[src/ascp_pkg.sv]
package ascp_pkg;

  // ----------------------------------------
  // timing
  // ----------------------------------------
  localparam int ASCP_CLK_NS      = 20;
  localparam int ASCP_WAKE_NS     = 5000;
  localparam int ASCP_WAKE_CYC    = (ASCP_WAKE_NS + ASCP_CLK_NS - 1) / ASCP_CLK_NS;
  localparam int ASCP_HALF_CYC    = 8;
  localparam int ASCP_GAP_CYC     = 16;

  // ----------------------------------------
  // frame layout
  // ----------------------------------------
  localparam int ASCP_FRAME_CLKS  = 16;
  localparam int ASCP_CTRL_BITS   = 8;
  localparam int ASCP_SAMPLE_RISE = 2;
  localparam int ASCP_LEAD_ZEROS  = 4;
  localparam int ASCP_RES_W       = 12;
  localparam int ASCP_NUM_CH      = 8;

  // ----------------------------------------
  // control word fields
  // ----------------------------------------
  localparam int ASCP_CH_LSB      = 3;
  localparam int ASCP_CH_W        = 3;
  localparam int ASCP_PM_LSB      = 0;
  localparam logic [7:0] ASCP_CTRL_RST = 8'h00;

  typedef enum logic [1:0] {
    ASCP_PM_NORMAL   = 2'b00,
    ASCP_PM_SHUTDOWN = 2'b01,
    ASCP_PM_AUTO_SD  = 2'b10,
    ASCP_PM_AUTO_SB  = 2'b11
  } ascp_pm_t;

  typedef enum logic [1:0] {
    ASCP_DS_IDLE  = 2'b00,
    ASCP_DS_TRACK = 2'b01,
    ASCP_DS_HOLD  = 2'b10
  } ascp_dev_state_t;

  typedef enum logic [2:0] {
    ASCP_HS_IDLE  = 3'b000,
    ASCP_HS_LEAD  = 3'b001,
    ASCP_HS_LOW   = 3'b010,
    ASCP_HS_HIGH  = 3'b011,
    ASCP_HS_GAP   = 3'b100,
    ASCP_HS_TAIL  = 3'b101,
    ASCP_HS_RECOV = 3'b110
  } ascp_host_state_t;

endpackage

[src/ascp_if.sv]
`timescale 1ns/1ps
interface ascp_if;
  logic cs_n;
  logic sclk;
  logic din;
  logic dout;
  logic dout_oe;

  modport device (
    input  cs_n,
    input  sclk,
    input  din,
    output dout,
    output dout_oe
  );

  modport host (
    output cs_n,
    output sclk,
    output din,
    input  dout
  );
endinterface

[src/ascp_device.sv]
// Contract
// - serial clock drives conversion and transfers
// - chip select fall starts frame, tracking
// - auto shutdown wakes on first falling edge
// - second rising edge holds sample, starts conversion
// - acquisition spans first one and half periods
// - conversion ends fourteen periods later, on sixteenth rise
// - chip select rise releases data output
// - chip select held low restarts next frame
// - converts channel chosen by previous control word
// - control word loads on first eight rises
// - every frame overwrites the control word
// - a frame holds sixteen serial clock periods
// - first falling edge shifts first leading zero
// - rising-first host may miss first zero
// - output changes on falling, host samples rising
// - host may split frame into two bytes
// - host idles clock high, phase one
// - framed host sends one word per frame
// - two power bits select operating mode
// - auto modes power down on sixteenth rise
// - new mode immediate; shutdown exit at sixteenth rise
`timescale 1ns/1ps
module ascp_device #(
  parameter int NUM_CH = ascp_pkg::ASCP_NUM_CH,
  parameter int RES_W  = ascp_pkg::ASCP_RES_W
) (
  // clock and reset
  input  wire logic                    clk,
  input  wire logic                    rst,
  // serial link
  ascp_if.device                       link,
  // converter inputs
  input  wire logic [NUM_CH*RES_W-1:0] analog_codes,
  // status
  output logic                         tracking_q,
  output logic                         converting_q,
  output logic                         powered_q,
  output logic [7:0]                   ctrl_word_q,
  // results
  output logic [11:0]                  result_q,
  output logic [2:0]                   result_ch_q,
  output logic                         result_valid_q
);
  import ascp_pkg::*;

  // ----------------------------------------
  // parameter checks
  // ----------------------------------------
  generate
    if (NUM_CH < 1 || NUM_CH > 8 || RES_W < 1 || RES_W > ASCP_RES_W) begin : g_bad_param
      $error("ascp_device: NUM_CH must be 1..8 and RES_W 1..12");
    end
  endgenerate

  // ----------------------------------------
  // helpers
  // ----------------------------------------
  function automatic logic [11:0] pick_code(input logic [NUM_CH*RES_W-1:0] codes,
                                             input logic [2:0]              ch);
    logic [11:0] r;
    r = 12'h000;
    if (int'(ch) < NUM_CH) begin
      r = 12'(codes[int'(ch)*RES_W +: RES_W]);
    end
    return r;
  endfunction

  function automatic logic out_bit(input logic [15:0] w, input logic [4:0] k);
    logic b;
    b = 1'b0;
    if (k != 5'h00) begin
      b = w[4'(5'h0F - k)];
    end
    return b;
  endfunction

  // ----------------------------------------
  // pin synchronisers
  // ----------------------------------------
  logic cs_s1, cs_s2, cs_s3;
  logic ck_s1, ck_s2, ck_s3;
  logic di_s1, di_s2;

  always_ff @(posedge clk or posedge rst) begin
    if (rst) begin
      cs_s1 <= 1'b1;
      cs_s2 <= 1'b1;
      cs_s3 <= 1'b1;
      ck_s1 <= 1'b1;
      ck_s2 <= 1'b1;
      ck_s3 <= 1'b1;
      di_s1 <= 1'b0;
      di_s2 <= 1'b0;
    end else begin
      cs_s1 <= link.cs_n;
      cs_s2 <= cs_s1;
      cs_s3 <= cs_s2;
      ck_s1 <= link.sclk;
      ck_s2 <= ck_s1;
      ck_s3 <= ck_s2;
      di_s1 <= link.din;
      di_s2 <= di_s1;
    end
  end

  // ----------------------------------------
  // edge decode
  // ----------------------------------------
  ascp_dev_state_t state_q;
  logic [4:0]      rise_cnt_q;
  logic            cs_fall;
  logic            cs_rise;
  logic            frame_on;
  logic            sck_rise;
  logic            sck_fall;
  logic            samp_rise;
  logic            ctrl_rise;
  logic            ctrl_done;
  logic            last_rise;
  ascp_pm_t        pm_cur;
  ascp_pm_t        pm_new;
  logic [7:0]      ctrl_new;
  logic [7:0]      ctrl_sh_q;

  assign cs_fall   = cs_s3 & ~cs_s2;
  assign cs_rise   = ~cs_s3 & cs_s2;
  // clock edges count only inside a frame, never on a select edge
  assign frame_on  = (state_q != ASCP_DS_IDLE) & ~cs_fall & ~cs_rise;
  assign sck_rise  = frame_on & ~ck_s3 & ck_s2;
  assign sck_fall  = frame_on & ck_s3 & ~ck_s2;
  assign samp_rise = sck_rise & (rise_cnt_q == 5'(ASCP_SAMPLE_RISE - 1));
  assign ctrl_rise = sck_rise & (rise_cnt_q < 5'(ASCP_CTRL_BITS));
  assign ctrl_done = sck_rise & (rise_cnt_q == 5'(ASCP_CTRL_BITS - 1));
  assign last_rise = sck_rise & (rise_cnt_q == 5'(ASCP_FRAME_CLKS - 1));
  assign ctrl_new  = {ctrl_sh_q[6:0], di_s2};
  assign pm_cur    = ascp_pm_t'(ctrl_word_q[ASCP_PM_LSB +: 2]);
  assign pm_new    = ascp_pm_t'(ctrl_new[ASCP_PM_LSB +: 2]);

  // ----------------------------------------
  // frame sequencing
  // ----------------------------------------
  always_ff @(posedge clk or posedge rst) begin
    if (rst) begin
      state_q    <= ASCP_DS_IDLE;
      rise_cnt_q <= 5'h00;
      tracking_q <= 1'b0;
    end else if (cs_fall) begin
      state_q    <= ASCP_DS_TRACK;
      rise_cnt_q <= 5'h00;
      tracking_q <= 1'b1;
    end else if (cs_rise) begin
      state_q    <= ASCP_DS_IDLE;
      rise_cnt_q <= 5'h00;
      tracking_q <= 1'b0;
    end else if (last_rise) begin
      // select still low: next frame starts with no new edge
      state_q    <= ASCP_DS_TRACK;
      rise_cnt_q <= 5'h00;
      tracking_q <= 1'b1;
    end else if (samp_rise) begin
      state_q    <= ASCP_DS_HOLD;
      rise_cnt_q <= rise_cnt_q + 5'h01;
      tracking_q <= 1'b0;
    end else if (sck_rise) begin
      rise_cnt_q <= rise_cnt_q + 5'h01;
    end
  end

  // ----------------------------------------
  // control word
  // ----------------------------------------
  always_ff @(posedge clk or posedge rst) begin
    if (rst) begin
      ctrl_sh_q   <= ASCP_CTRL_RST;
      ctrl_word_q <= ASCP_CTRL_RST;
    end else begin
      if (ctrl_rise) begin
        ctrl_sh_q <= ctrl_new;
      end
      // written every frame, reads included
      if (ctrl_done) begin
        ctrl_word_q <= ctrl_new;
      end
    end
  end

  // ----------------------------------------
  // sample and conversion
  // ----------------------------------------
  logic [15:0] out_word_q;
  logic [11:0] sample_q;
  logic [2:0]  conv_ch_q;

  always_ff @(posedge clk or posedge rst) begin
    if (rst) begin
      out_word_q     <= 16'h0000;
      sample_q       <= 12'h000;
      conv_ch_q      <= 3'h0;
      converting_q   <= 1'b0;
      result_q       <= 12'h000;
      result_ch_q    <= 3'h0;
      result_valid_q <= 1'b0;
    end else begin
      result_valid_q <= 1'b0;
      if (cs_fall) begin
        out_word_q <= 16'h0000;
      end else if (cs_rise) begin
        // frame cut short: no result
        converting_q <= 1'b0;
      end else if (samp_rise) begin
        // channel still from the word of the previous frame
        sample_q     <= pick_code(analog_codes, ctrl_word_q[ASCP_CH_LSB +: ASCP_CH_W]);
        conv_ch_q    <= ctrl_word_q[ASCP_CH_LSB +: ASCP_CH_W];
        out_word_q   <= {4'h0, pick_code(analog_codes,
                                         ctrl_word_q[ASCP_CH_LSB +: ASCP_CH_W])};
        converting_q <= 1'b1;
      end else if (last_rise) begin
        // last half period only carries the final output bit
        result_q       <= sample_q;
        result_ch_q    <= conv_ch_q;
        result_valid_q <= 1'b1;
        converting_q   <= 1'b0;
        out_word_q     <= 16'h0000;
      end
    end
  end

  // ----------------------------------------
  // power management
  // ----------------------------------------
  always_ff @(posedge clk or posedge rst) begin
    if (rst) begin
      powered_q <= 1'b1;
    end else if (ctrl_done && pm_new == ASCP_PM_SHUTDOWN) begin
      powered_q <= 1'b0;
    end else if (last_rise) begin
      if (pm_cur == ASCP_PM_NORMAL) begin
        powered_q <= 1'b1;
      end else if (pm_cur[1]) begin
        powered_q <= 1'b0;
      end
    end else if (sck_fall && rise_cnt_q == 5'h00 && pm_cur[1]) begin
      powered_q <= 1'b1;
    end
  end

  // ----------------------------------------
  // serial output
  // ----------------------------------------
  logic dout_q;
  logic dout_oe_q;

  always_ff @(posedge clk or posedge rst) begin
    if (rst) begin
      dout_q    <= 1'b0;
      dout_oe_q <= 1'b0;
    end else if (cs_fall) begin
      // zero already there for a rising-first host, if it is fast enough
      dout_q    <= 1'b0;
      dout_oe_q <= 1'b1;
    end else if (cs_rise) begin
      dout_oe_q <= 1'b0;
    end else if (sck_fall) begin
      dout_q <= out_bit(out_word_q, rise_cnt_q);
    end
  end

  assign link.dout    = dout_q;
  assign link.dout_oe = dout_oe_q;

endmodule

[src/flat_wrapper.sv]
// flat-port wrapper written by rule: the top's interface ports become plain ports
module ascp_device_flat import ascp_pkg::*;
#(
  parameter int NUM_CH = ascp_pkg::ASCP_NUM_CH,
  parameter int RES_W  = ascp_pkg::ASCP_RES_W
)
  (clk, rst, analog_codes, tracking_q, converting_q, powered_q, ctrl_word_q, result_q, result_ch_q, result_valid_q, link_cs_n, link_sclk, link_din, link_dout, link_dout_oe);
  ascp_if link_i ();
  input  wire logic clk;
  input  wire logic rst;
  input  wire logic [NUM_CH*RES_W-1:0] analog_codes;
  output logic tracking_q;
  output logic converting_q;
  output logic powered_q;
  output logic [7:0] ctrl_word_q;
  output logic [11:0] result_q;
  output logic [2:0] result_ch_q;
  output logic result_valid_q;
  input wire logic [$bits(link_i.cs_n)-1:0] link_cs_n;
  input wire logic [$bits(link_i.sclk)-1:0] link_sclk;
  input wire logic [$bits(link_i.din)-1:0] link_din;
  output wire logic [$bits(link_i.dout)-1:0] link_dout;
  output wire logic [$bits(link_i.dout_oe)-1:0] link_dout_oe;
  assign link_i.cs_n = link_cs_n;
  assign link_i.sclk = link_sclk;
  assign link_i.din = link_din;
  assign link_dout = link_i.dout;
  assign link_dout_oe = link_i.dout_oe;
  ascp_device #(.NUM_CH(NUM_CH), .RES_W(RES_W)) u_core (.clk(clk), .rst(rst), .link(link_i), .analog_codes(analog_codes), .tracking_q(tracking_q), .converting_q(converting_q), .powered_q(powered_q), .ctrl_word_q(ctrl_word_q), .result_q(result_q), .result_ch_q(result_ch_q), .result_valid_q(result_valid_q));
endmodule
[config.mk]
export PLATFORM = sky130hd
export DESIGN_NAME = ascp_device_flat
export DESIGN_NICKNAME = d
export VERILOG_FILES = /design/src/ascp_pkg.sv /design/src/ascp_if.sv /design/src/ascp_device.sv /design/src/flat_wrapper.sv
export SDC_FILE = /design/constraint.sdc
export NUM_CORES = 1
export LEC_CHECK = 0
export BUFFER_PORTS_ARGS = -buffer_cell sky130_fd_sc_hd__buf_2
export CAP_MARGIN = 10
export CORE_UTILIZATION = 40
export CTS_BUF_LIST = sky130_fd_sc_hd__clkbuf_2
export DETAILED_ROUTE_END_ITERATION = 10
export PLACE_DENSITY_LB_ADDON = 0.08
export RECOVER_POWER = 100
export SETUP_SLACK_MARGIN = 0.02
export SLEW_MARGIN = 10
export SYNTH_ARGS = -nofsm -noshare
export SYNTH_HDL_FRONTEND = slang
export SYNTH_SLANG_ARGS = --single-unit
[constraint.sdc]
create_clock -name clk -period 2.4 [get_ports clk]
set_input_delay 0.24 -clock clk [delete_from_list [all_inputs] [get_ports clk]]
set_output_delay 0.24 -clock clk [all_outputs]
set_load 0.02 [all_outputs]
==> results.py <==
metrics = {
    "status": {
        "outcome": "finished clean",
    },
    "drt": {
        "vias": 2876,
        "avgRoutedWirePerCell_microns": 16.1,
        "drt.antenna.violating_nets": 0,
        "via_per_inst": 5.22,
        "first_iteration_detailed_routing_drc_count": 44,
        "drt-pass1-iter-count": 4,
        "route.final.wire_length_mm": 8.84,
        "drcViolationCount": 0,
    },
    "sta": {
        "max_slew.worst_pin.slew_ns": 1.00,
        "timing.final.crit_period_ns": 2.26,
        "fin_skew_ns": 0.0282,
        "tns_ns": 0,
        "setup_repair_after_global_routing_missed_its_margin": "false",
        "report.final.slew_viol_count": 0,
        "slew_headroom_pct": 33.1,
        "final_hold_viol_count": 0,
        "hold_ws_ns": 0.292,
        "fmax_mhz": 442,
        "fin_crit_sh_pct": 94.2,
        "setup_viol": 0,
    },
    "critical_path": {
        "rr_startpoint": "u_core.cs_s2$_DFF_PP1_",
        "worst-setup-path-type": "reg2reg",
        "worstPathMaxFanout": 12,
        "worstSetupStartpointType": "register",
        "worst_ep_required_time_ns": 2.79,
        "reg2reg_to": "u_core.ctrl_word_q[6]$_DFFE_PP0P_",
        "timing.critical_path.to_type": "register",
        "timing.reg2reg.worst_path_depth": 7,
        "regToRegSetupSlack_ns": 0.14,
        "worst_ep_arrival_time_ns": 2.65,
    },
    "floorplan": {
        "fp-row-count": 35,
        "die_area_sq_um": 10200,
        "core_area_sq_um": 9370,
        "ios": 130,
        "floorplan.die.width_microns": 101,
        "die_height_microns": 101,
        "floorplan.initialDensity_pct": 41.8,
    },
    "yosys": {
        "synth_register_bits": 77,
        "yosys_most_used_dff": "sky130_fd_sc_hd__dfrtp_1",
        "synth.top_cell.area_share_pct": 44.7,
        "largest_cells_by_area_after_synthesis": "sky130_fd_sc_hd__dfrtp_1 45%, sky130_fd_sc_hd__mux4_2 14%, sky130_fd_sc_hd__mux2_2 13%",
        "synth_seq_area_share_pct": 49.4,
        "syn_avg_cell_area_sq_um": 14.3,
        "synth_edf_count": 0,
        "netlist_area_sq_um": 3920,
        "synth_fp_nets": 380,
        "synth_largest_area_cell": "sky130_fd_sc_hd__dfrtp_1",
        "yosysWarningCount": 0,
        "synth_cell_type_count": 46,
        "synthesis.instances": 273,
        "asyncSetResetFlopFracSynth_pct": 100,
    },
    "cells_and_area": {
        "seq_area_sq_um": 1940,
        "multi_input_comb_area_sq_um": 1840,
        "final.fill_count": 878,
        "area.growth.synth_to_final_pct": 24.3,
        "n_antenna_cell": 0,
        "drive_gt1_share_pct": 50.2,
        "utilization_pct": 51.9,
        "design.final.nets": 524,
    },
    "clock_tree": {
        "cts_inserted_buffers": 9,
        "insertion_delay_ns": 0.50,
        "cts-htree-levels": 3,
        "worst_setup_hold_path_clk_slew_ns": 0.21,
        "post_cts.repair.setup_buffers": 0,
        "clkSinkCount": 77,
        "cts_tree": "done",
        "clk_path_buf_depth": 2,
        "cts_root_buffer": "sky130_fd_sc_hd__clkbuf_2",
    },
    "min_path": {
        "hold_path_depth": 4,
        "hold-path-endpoint": "u_core.out_word_q[10]$_DFFE_PP0P_",
        "holdCritStartpoint": "analog_codes[58]",
        "hold_path_class": "in2reg",
    },
    "grt": {
        "grt_pass1_wl_mm": 14.6,
        "grt_antenna_before_repair": 0,
        "grt_start_max_net_pins": 41,
        "global_route.usage.total_pct": 19.2,
        "vias_in_the_first_global_route": 2932,
        "globalRoute.totalOverflow": 0,
    },
    "power": {
        "report.power.total_mw": 2.48,
        "cell_internal_pwr_mw": 1.84,
        "max-vdd-ir-drop_v": 0.000211,
        "p_seq_share_pct": 59.0,
        "cellLeakagePower_nw": 2.18,
        "power.switching_mw": 0.649,
        "power_switching_share_pct": 26.1,
        "clock_power_share_pct": 26.8,
        "power_density_nw_per_um2": 511,
        "combinational_share_of_power_pct": 14.2,
    },
    "placed_design": {
        "gp_congestion": 0.760,
        "half_perimeter_wire_length_after_detailed_placement_mm": 6.79,
        "numPortBuffers": 129,
    },
    "flow_run": {
        "cap_viol_max_count": 0,
    },
}
==> how the worst max path moves through the flow <==
stage                                      start                           endpoint  slack (ns)  cells past startpoint
final                     u_core.cs_s2$_DFF_PP1_  u_core.ctrl_word_q[6]$_DFFE_PP0P_        0.14                      7
after global routing                         rst    u_core.conv_ch_q[1]$_DFFE_PP0P_        0.05                      5
after CTS                 u_core.cs_s2$_DFF_PP1_  u_core.ctrl_word_q[6]$_DFFE_PP0P_        0.17                      7
after detailed placement  u_core.cs_s3$_DFF_PP1_  u_core.ctrl_word_q[6]$_DFFE_PP0P_        0.19                      7
after global placement    u_core.cs_s3$_DFF_PP1_  u_core.ctrl_word_q[4]$_DFFE_PP0P_        0.22                      7
after floorplan           u_core.cs_s2$_DFF_PP1_  u_core.ctrl_word_q[0]$_DFFE_PP0P_        0.06                      7
==> Yosys cell counts, types with 6 or more instances <==
cell                         n
sky130_fd_sc_hd__ha_1        6
sky130_fd_sc_hd__mux2i_1    10
sky130_fd_sc_hd__dfrtp_1    70
sky130_fd_sc_hd__inv_1      10
sky130_fd_sc_hd__nand2_1     6
sky130_fd_sc_hd__mux4_2     24
sky130_fd_sc_hd__buf_2      10
sky130_fd_sc_hd__a21oi_1     7
sky130_fd_sc_hd__dfstp_2     7
sky130_fd_sc_hd__mux2_2     45
sky130_fd_sc_hd__a32o_1      7
sky130_fd_sc_hd__o2bb2ai_1   6
==> layout by cell type (no fill, tap or decap), drive strengths merged, types with 2 or more instances in the layout <==
| master | instances |
|---|---|
| o21ai | 5 |
| dfstp | 7 |
| a311oi | 3 |
| a32o | 7 |
| inv | 10 |
| mux4 | 24 |
| dlygate4sd3 | 4 |
| o2bb2ai | 6 |
| or3b | 2 |
| clkbuf | 45 |
| mux2i | 10 |
| nand3 | 2 |
| clkinv | 5 |
| nand3b | 4 |
| xnor2 | 3 |
| mux2 | 47 |
| nand4 | 2 |
| nand2 | 7 |
| nor2 | 3 |
| ha | 6 |
| buf | 113 |
| a21oi | 7 |
| nor3 | 4 |
| and3 | 2 |
| nor4 | 6 |
| a31oi | 5 |
| nand2b | 2 |
| dfrtp | 70 |
==> stage by stage <==
step | std cells | worst slack, ns | area, sq um
3_5_place_dp | 531 | 0.188 | 4800
5_1_grt | 551 | 0.0505 | 4870
6_report | 551 | 0.140 | 4870
2_1_floorplan | 273 | 0.0617 | 3920
3_3_place_gp | 531 | 0.225 | 4800
4_1_cts | 551 | 0.166 | 4940
==> final cells by class <==
| type | count | share of cell area (%) |
|---|---|---|
| sequential | 77 | 39.8 |
| multi-input combinational | 167 | 37.8 |
| timing repair buffer | 151 | 16.0 |
| tap | 129 | 3.32 |
| clock buffer | 11 | 1.13 |
| clock inverter | 5 | 1.05 |
| inverter | 11 | 0.849 |
==> per-layer routing <==
layer	share of wire (%)	wire length, microns	global-route usage [%]
met5	0	0	0
met4	1.2	108	7.36
met3	4.4	392	2.98
met2	50	4420	32.3
met1	44	3920	24.9
==> power by group through the flow <==
stage                     registers [mW]  clock network, mW  logic (mW)
after floorplan                     1.47                  0       0.214
after global placement              1.49                  0       0.354
after detailed placement            1.49                  0       0.358
after CTS                           1.47              0.698       0.364
after global routing                1.48              0.756       0.392
final                               1.47              0.667       0.352
==> cells by family after synthesis <==
family	Yosys count	share of synthesized area, %
AOI/OAI and AO/OA	39	7.45
xor gates and xnor gates	3	0.671
adders and majority gates	6	1.92
buffers and inverters	29	3.58
DFF	77	49.4
muxes	81	29.9
and+or+nand+nor	38	7.06
==> registers in the layout, indices dropped and copies added (netlist names), 2 cells and up <==
name	count
u_core.sample_q	12
u_core.state_q	2
u_core.out_word_q	12
u_core.result_q	12
u_core.ctrl_sh_q	7
u_core.result_ch_q	3
u_core.conv_ch_q	3
u_core.rise_cnt_q	5
u_core.ctrl_word_q	8
==> critical path, stage by stage (launching register included) <==
cell and delay, ns:
sky130_fd_sc_hd__dfstp_1 0.61, sky130_fd_sc_hd__inv_1 0.06, sky130_fd_sc_hd__ha_1 0.19, sky130_fd_sc_hd__or2_4 0.33, sky130_fd_sc_hd__nor4_4 0.27, sky130_fd_sc_hd__and3_1 0.18
sky130_fd_sc_hd__buf_4 0.17, sky130_fd_sc_hd__mux2_2 0.34
==> timing repair <==
action | in CTS | in global routing
hold buffers | 4 | 0
endpoints found under the setup margin | 0 | 0
resized for setup | 0 | 0
endpoints found under the hold margin | 19 | 0
No activity file was read; power rests on OpenSTA's default activity.
